[config.mk]
export PLATFORM = sky130hd
export DESIGN_NAME = wwd_top
export DESIGN_NICKNAME = d
export VERILOG_FILES = /design/src/logic/wwd_pkg.sv /design/src/logic/wwd_tick.sv /design/src/logic/wwd_top.sv
export VERILOG_INCLUDE_DIRS = /design/src /design/src/logic
export SDC_FILE = /design/constraint.sdc
export NUM_CORES = 1
export LEC_CHECK = 0
export BUFFER_PORTS_ARGS = -buffer_cell sky130_fd_sc_hd__clkbuf_2
export CAP_MARGIN = 10
export CORE_MARGIN = 10
export CORE_UTILIZATION = 40
export CTS_BUF_LIST = sky130_fd_sc_hd__clkbuf_16
export CTS_CLUSTER_SIZE = 10
export DETAILED_ROUTE_END_ITERATION = 8
export PLACE_DENSITY = 0.61
export SLEW_MARGIN = 0
export SYNTH_ARGS = -nofsm -noshare
export SYNTH_HDL_FRONTEND = slang
export SYNTH_SLANG_ARGS = --single-unit
export TNS_END_PERCENT = 20
[constraint.sdc]
create_clock -name clk -period 3.1 [get_ports clk]
set_input_delay 0.31 -clock clk [delete_from_list [all_inputs] [get_ports clk]]
set_output_delay 0.31 -clock clk [all_outputs]
set_load 0.02 [all_outputs]
[src/logic/wwd_regs.svh]
// Register offsets, field positions, codes and counts of the windowed watchdog
`ifndef WWD_REGS_SVH
`define WWD_REGS_SVH

// ----------------------------------------------------------------------------
// Register offsets (byte addresses on the plain register port)
// ----------------------------------------------------------------------------
`define WWD_ADDR_W 3
`define WWD_OFS_WATCHDOG_CLEAR_REG 3'h0
`define WWD_OFS_INTERNAL_OSC_MODE_REG 3'h1
`define WWD_OFS_IRQ_STATUS 3'h2
`define WWD_OFS_IRQ_MASK 3'h3

// ----------------------------------------------------------------------------
// Codes and fields
// ----------------------------------------------------------------------------
`define WWD_DATA_W 8
`define WWD_CLEAR_CODE 8'hAC
`define WWD_READ_RUNNING 8'h9A
`define WWD_READ_PAUSED 8'h1A
`define WWD_OSC_STOP_POS 1
`define WWD_IRQ_W 3
`define WWD_IRQ_WINDOW_POS 0
`define WWD_IRQ_DEFER_POS 1
`define WWD_IRQ_CLEARED_POS 2
`define WWD_IRQ_RESET 3'h0
`define WWD_READ_NONE 8'h00

// ----------------------------------------------------------------------------
// Counter and window
// ----------------------------------------------------------------------------
`define WWD_CNT_W 12
`define WWD_CNT_MAX 12'hFFF
`define WWD_WIN_25 12'hC00
`define WWD_WIN_50 12'h800
`define WWD_WIN_75 12'h400
`define WWD_WIN_100 12'h000
`define WWD_PRE_W 7

`endif

[src/logic/wwd_pkg.sv]
// Types shared by the windowed watchdog modules
package wwd_pkg;

  typedef struct packed {
    logic [2:0] addr;
    logic [7:0] wdata;
    logic wr;
    logic rd;
    logic bitOp;
  } wwd_req_s;

  typedef struct packed {
    logic option_osc_keep_bit;
    logic overflow_time_select_bit2;
    logic overflow_time_select_bit1;
    logic overflow_time_select_bit0;
    logic window_size_select_hi;
    logic window_size_select_lo;
  } wwd_opt_s;

endpackage : wwd_pkg

[src/logic/wwd_tick.sv]
// Low-speed oscillator pin synchroniser and rising-edge tick generator
`timescale 1ns/1ps
module wwd_tick (
  input wire logic clk,
  input wire logic nrst,
  input wire logic lsClkPin,
  output logic tick
);

  logic syncA;
  logic syncB;
  logic syncC;

  // ----------------------------------------------------------------------------
  // Two-flop synchroniser, edge taken from the second and third stages only
  // ----------------------------------------------------------------------------
  always_ff @(posedge clk or negedge nrst) begin
    if (!nrst) begin
      syncA <= 1'b0;
      syncB <= 1'b0;
      syncC <= 1'b0;
      tick <= 1'b0;
    end else begin
      syncA <= lsClkPin;
      syncB <= syncA;
      syncC <= syncB;
      tick <= syncB & ~syncC;
    end
  end

endmodule : wwd_tick

[src/logic/wwd_top.sv]
// Windowed watchdog: low-speed counter, clear register, window check, internal reset
//
// Contract
// - Oscillator keep bit zero: counter freezes in HALT and STOP, resumes uncleared.
// - Low-speed oscillator stopped with keep bit zero: counting stops, value kept.
// - Counting continues through flash self-programming; software allows margin.
// - First clear after reset restarts the counter whenever it comes before overflow.
// - Wrong clear code resets; deferred until the source clock runs again.
// - Single-bit access to the clear register resets, deferred likewise.
// - Reading the clear register returns 9A while the source clock runs, 1A while paused, never the clear code.
// - A valid clear in the same cycle as the overflowing tick still takes effect.
`timescale 1ns/1ps
`include "wwd_regs.svh"
module wwd_top (
  input wire logic clk,
  input wire logic nrst,
  input wwd_pkg::wwd_req_s busReq,
  output logic [7:0] rdata,
  input wwd_pkg::wwd_opt_s option,
  input wire logic haltMode,
  input wire logic stopMode,
  input wire logic flashSelfProg,
  input wire logic lsClkPin,
  output logic irq,
  output logic wdtResetReq
);

  // ----------------------------------------------------------------------------
  // State
  // ----------------------------------------------------------------------------
  logic [`WWD_CNT_W-1:0] count;
  logic [`WWD_PRE_W-1:0] prescale;
  logic firstDone;
  logic resetPending;
  logic lowspeed_osc_stop_bit;
  logic [`WWD_IRQ_W-1:0] irqStatus;
  logic [`WWD_IRQ_W-1:0] irqMask;
  logic winOpenDly;
  logic lsTick;

  wwd_tick u_tick (
    .clk(clk),
    .nrst(nrst),
    .lsClkPin(lsClkPin),
    .tick(lsTick)
  );

  // ----------------------------------------------------------------------------
  // Source clock gating
  // ----------------------------------------------------------------------------
  wire [2:0] timeSel = {option.overflow_time_select_bit2, option.overflow_time_select_bit1,
                        option.overflow_time_select_bit0};
  wire [1:0] winSel = {option.window_size_select_hi, option.window_size_select_lo};
  wire keepOsc = option.option_osc_keep_bit;
  // The keep bit forces the oscillator on, so the stop bit only bites when it is clear
  wire oscStopped = lowspeed_osc_stop_bit & ~keepOsc;
  wire sleepFreeze = ~keepOsc & (haltMode | stopMode);
  // Flash self-programming deliberately has no term here: counting goes on
  wire srcRun = ~oscStopped & ~sleepFreeze;
  wire tickEn = lsTick & srcRun;

  // ----------------------------------------------------------------------------
  // Prescaler and window decode
  // ----------------------------------------------------------------------------
  wire [7:0] preSpan = (8'h01 << timeSel) - 8'h01;
  wire [`WWD_PRE_W-1:0] preMax = preSpan[`WWD_PRE_W-1:0];
  wire preTerm = prescale == preMax;
  wire atMax = count == `WWD_CNT_MAX;
  wire [`WWD_CNT_W-1:0] winStart = (winSel == 2'h0) ? `WWD_WIN_25 :
                                   (winSel == 2'h1) ? `WWD_WIN_50 :
                                   (winSel == 2'h2) ? `WWD_WIN_75 : `WWD_WIN_100;
  wire winOpen = count >= winStart;

  // ----------------------------------------------------------------------------
  // Register port decode
  // ----------------------------------------------------------------------------
  wire selClear = busReq.addr == `WWD_OFS_WATCHDOG_CLEAR_REG;
  wire selOsc = busReq.addr == `WWD_OFS_INTERNAL_OSC_MODE_REG;
  wire selStatus = busReq.addr == `WWD_OFS_IRQ_STATUS;
  wire selMask = busReq.addr == `WWD_OFS_IRQ_MASK;
  wire clearWrite = busReq.wr & selClear;
  wire codeOk = (busReq.wdata == `WWD_CLEAR_CODE) & ~busReq.bitOp;
  wire badAccess = clearWrite & ~codeOk;
  // Before the first clear the window is ignored; afterwards it must be open
  wire clearOk = clearWrite & codeOk & (~firstDone | winOpen);
  wire closedClear = clearWrite & codeOk & firstDone & ~winOpen;
  // A clear in the same cycle as the last tick wins over the overflow
  wire overflow = tickEn & preTerm & atMax & ~clearOk;
  wire resetEvent = badAccess | closedClear | overflow;
  wire issueReset = (resetEvent | resetPending) & srcRun;
  wire deferSet = resetEvent & ~srcRun;

  // ----------------------------------------------------------------------------
  // Read mux
  // ----------------------------------------------------------------------------
  wire [7:0] clearRead = srcRun ? `WWD_READ_RUNNING : `WWD_READ_PAUSED;
  wire [7:0] oscRead = {6'h00, lowspeed_osc_stop_bit, 1'b0};
  wire [7:0] next_rdata = ~busReq.rd ? `WWD_READ_NONE :
                          selClear ? clearRead :
                          selOsc ? oscRead :
                          selStatus ? {5'h00, irqStatus} :
                          selMask ? {5'h00, irqMask} : `WWD_READ_NONE;

  // ----------------------------------------------------------------------------
  // Interrupt status: set wins over write-one-to-clear
  // ----------------------------------------------------------------------------
  wire [`WWD_IRQ_W-1:0] irqSet;
  assign irqSet[`WWD_IRQ_WINDOW_POS] = winOpen & ~winOpenDly & firstDone;
  assign irqSet[`WWD_IRQ_DEFER_POS] = deferSet;
  assign irqSet[`WWD_IRQ_CLEARED_POS] = clearOk;
  wire [`WWD_IRQ_W-1:0] irqClr = (busReq.wr & selStatus) ? busReq.wdata[`WWD_IRQ_W-1:0] : `WWD_IRQ_RESET;
  wire [`WWD_IRQ_W-1:0] next_irqStatus = (irqStatus & ~irqClr) | irqSet;
  wire next_irq = |(next_irqStatus & irqMask);

  // ----------------------------------------------------------------------------
  // Counter
  // ----------------------------------------------------------------------------
  always_ff @(posedge clk or negedge nrst) begin
    if (!nrst) begin
      count <= '0;
      prescale <= '0;
    end else if (clearOk || issueReset) begin
      count <= '0;
      prescale <= '0;
    end else if (tickEn) begin
      prescale <= preTerm ? '0 : prescale + 7'h01;
      count <= (preTerm && !atMax) ? count + 12'h001 : count;
    end
  end

  // ----------------------------------------------------------------------------
  // First-clear tracking and deferred reset
  // ----------------------------------------------------------------------------
  always_ff @(posedge clk or negedge nrst) begin
    if (!nrst) begin
      firstDone <= 1'b0;
      resetPending <= 1'b0;
      wdtResetReq <= 1'b0;
    end else begin
      firstDone <= issueReset ? 1'b0 : (firstDone | clearOk);
      resetPending <= issueReset ? 1'b0 : (resetPending | deferSet);
      wdtResetReq <= issueReset;
    end
  end

  // ----------------------------------------------------------------------------
  // Software registers and outputs
  // ----------------------------------------------------------------------------
  always_ff @(posedge clk or negedge nrst) begin
    if (!nrst) begin
      lowspeed_osc_stop_bit <= 1'b0;
      irqMask <= `WWD_IRQ_RESET;
      irqStatus <= `WWD_IRQ_RESET;
      winOpenDly <= 1'b0;
      irq <= 1'b0;
      rdata <= `WWD_READ_NONE;
    end else begin
      if (busReq.wr && selOsc) begin
        lowspeed_osc_stop_bit <= busReq.wdata[`WWD_OSC_STOP_POS];
      end
      if (busReq.wr && selMask) begin
        irqMask <= busReq.wdata[`WWD_IRQ_W-1:0];
      end
      irqStatus <= next_irqStatus;
      winOpenDly <= winOpen;
      irq <= next_irq;
      rdata <= next_rdata;
    end
  end
endmodule : wwd_top

==> impl_metrics.yaml <==
min_path:
  min-delay-start: "lsClkPin"
  hp-class: "input pin to register"
  whs_endpoint: "u_tick.syncA$_DFF_PN0_"
  hold_depth: 1
clock_network:
  root_buffer: "clkbuf_16"
  clockBufferDepth: 2
  cts_tree: "built"
  cts.sinks: 40
  hold_buffers: 0
  numCtsBuffers: 5
  htreeDepth: 2
  clk_latency_ns: 0.28
  clkTransAtPathRegs_ns: 0.05
  post_cts_resized: 0
  cts_setup_buffers: 0
global_routing:
  grt_pass1_wl_mm: 7.67
  antenna_found_initial: 0
  overflow: 0
  grtUsageTotal: 0.107
  first_global_vias: 1632
  grt_max_degree: 41
synth:
  yosys_warnings: 0
  avgSynthCellArea_um2: 9.74
  synth_top_cell_area_share: 0.465
  synthesis.instances: 221
  synth_edf_count: 0
  netlist_top_cells_count: "40 x dfrtp_1, 23 x nor2_1, 21 x nand2_1, 12 x inv_1, 9 x nand3_1"
  ys_types: 55
  synth-seq-area-share: 0.465
  synth_area_leaders: "dfrtp_1 47%, nor2_1 4.0%, nand2_1 3.7%"
  synth_top_area_cell: "dfrtp_1"
  yosysMostFrequentCell: "dfrtp_1"
  syn_area_um2: 2150
  ys_async_sr_fraction: 1.00
  synth-main-ff-cell: "dfrtp_1"
  synth_seq_cells: 40
layout:
  syn_to_final_growth_pct: 15.6
  num_antenna_cells: 0
  layout-drive-gt1-share: 0.245
  final_nets: 284
  stdcell_count: 323
sta:
  finalCriticalPeriod_ns: 2.76
  maxSlewHeadroom: 0.339
  hold_viol: 0
  max_freq_mhz: 362
  fin_setup_tns_ns: 0
  finalClockSkew_ns: 0.00444
  rsz0062_at_grt: "false"
  finalCritPeriodShare: 0.891
  worstMarginPinSlew_ns: 0.991
  setup_viol: 0
  slew_viol_final: 0
worst_setup_path:
  crit_family: "simple AND/OR/NAND/NOR gates"
  reg2reg_setup_slack_ns: 0.34
  path_class: "register to register"
  critPathMaxStageDelay_ns: 0.58
  critPathRequiredTime_ns: 3.25
  r2r-start: "count[10]$_DFFE_PN0P_"
  r2r_cells: 8
  timing.critical_path.buf_inv: 1
  crit_path_start_kind: "register"
  cp.arrival_ns: 2.91
  cp_cell_sequence: "inv_1, ha_1, or4b_2, o41ai_1, a21oi_1, a21bo_2, nand2_1, nor2_1"
  slowest_stage: "or4b_2"
  worstSetupStartpoint: "count[10]$_DFFE_PN0P_"
  crit_fanout: 11
  end_kind: "register"
  r2r-end: "count[2]$_DFFE_PN0P_"
power:
  comb_power_share: 0.160
  power.density_nw_per_um2: 531
  swShare: 0.273
  ir_drop_mv: 0.225
  p_leak_nw: 1.12
  p_seq_frac: 0.481
  power.internal_mw: 0.960
  switchingPower_mw: 0.361
  clkPwrFrac: 0.359
placed_design:
  place_congestion: 0.754
  port_buffers: 32
  hpwl_mm: 3.36
  dp.cells: 316
status:
  outcome: "completed"
job:
  maxCapViolCount: 0
die:
  core_area_um2: 5170
  dieArea_um2: 8710
  die_x_um: 93.4
  initial_utilization: 0.416
  io_pins: 36
  fp.dieH_um: 93.4
  rows: 26
drt:
  wl_mm: 4.53
  drtAntennaViolNets: 0
  vias_per_cell: 5.17
  routedWlPerCell_um: 14.0
  drc: 0
  drt_pass1_iterations: 4
  num_vias: 1670
  drt_iter0_markers: 34
==> metrics by stage <==
stage	area, µm²	utilization	total power, mW	setup WS (ns)	hold WS [ns]
finish	2490	0.481	1.32	0.337	0.139
global route	2490	0.481	1.40	0.111	0.138
CTS	2490	0.481	1.34	0.308	0.135
detailed placement	2350	0.455	0.859	0.341	0.337
global placement	2350	0.455	0.852	0.306	0.333
floorplan	2160	-	0.781	0.680	0.0144
==> cell families (layout without fill, tap and decap cells) <==
| kind of cell | Yosys count | in the layout | share of synthesized area |
|---|---|---|---|
| multiplexers | 8 | 8 | 0.0395 |
| buffers and inverters | 23 | 54 | 0.0523 |
| adder cells (fa/ha/maj) | 5 | 5 | 0.0291 |
| AND/OR/NAND/NOR | 96 | 96 | 0.237 |
| XOR/XNOR | 11 | 11 | 0.0448 |
| other | 1 | 2 | 0.00174 |
| flip-flops | 40 | 40 | 0.465 |
| AO/OA/AOI/OAI | 37 | 37 | 0.130 |
==> layer usage <==
layer,wire (µm),global-route usage
met5,0,0
met4,7,0.0257
met3,300,0.0456
met2,2110,0.173
met1,2120,0.128
==> registers in the layout, indices dropped and copies added, names as in the netlist, 3 cells and up <==
| signal | flops |
|---|---|
| prescale | 7 |
| count | 12 |
| irqMask | 3 |
| rdata | 5 |
| irqStatus | 3 |
==> worst max path at each step <==
| stage | end | slack [ns] | depth (start not counted) |
|---|---|---|---|
| 2_1_floorplan | count[2]$_DFFE_PN0P_ | 0.68 | 10 |
| 3_3_place_gp | count[2]$_DFFE_PN0P_ | 0.31 | 8 |
| 3_5_place_dp | count[2]$_DFFE_PN0P_ | 0.34 | 8 |
| 4_1_cts | count[2]$_DFFE_PN0P_ | 0.31 | 8 |
| 5_1_grt | count[5]$_DFFE_PN0P_ | 0.11 | 8 |
| 6_report | count[2]$_DFFE_PN0P_ | 0.34 | 8 |
==> layout make-up <==
type	instances	area, µm²
Clock buffer	5	125
Clock inverter	2	8.76
Fill cell	493	2680
Inverter	13	48.8
Multi-Input combinational cell	159	1040
Sequential cell	40	1000
Tap cell	70	87.6
Timing Repair Buffer	34	175
==> power groups by stage <==
stage	logic [mW]	clock network (mW)	registers, mW
final	0.211	0.475	0.635
after global routing	0.240	0.512	0.646
after CTS	0.216	0.489	0.635
after detailed placement	0.215	0	0.644
after global placement	0.211	0	0.642
after floorplan	0.145	0	0.636
==> placed cells by master (no fill, tap or decap), types with 5 or more instances in the layout <==
cell type	synthesis	final
nand2_1	21	21
inv_1	12	13
o21ai_0	6	6
a21oi_1	5	5
dfrtp_1	40	40
clkbuf_16	0	5
xnor2_1	7	7
nor4_1	5	5
nand3_1	9	9
ha_1	5	5
nand4_1	7	7
clkbuf_2	0	32
nor3_1	6	6
nor2_1	23	23
Note: power is estimated with default switching activity, not from simulation.
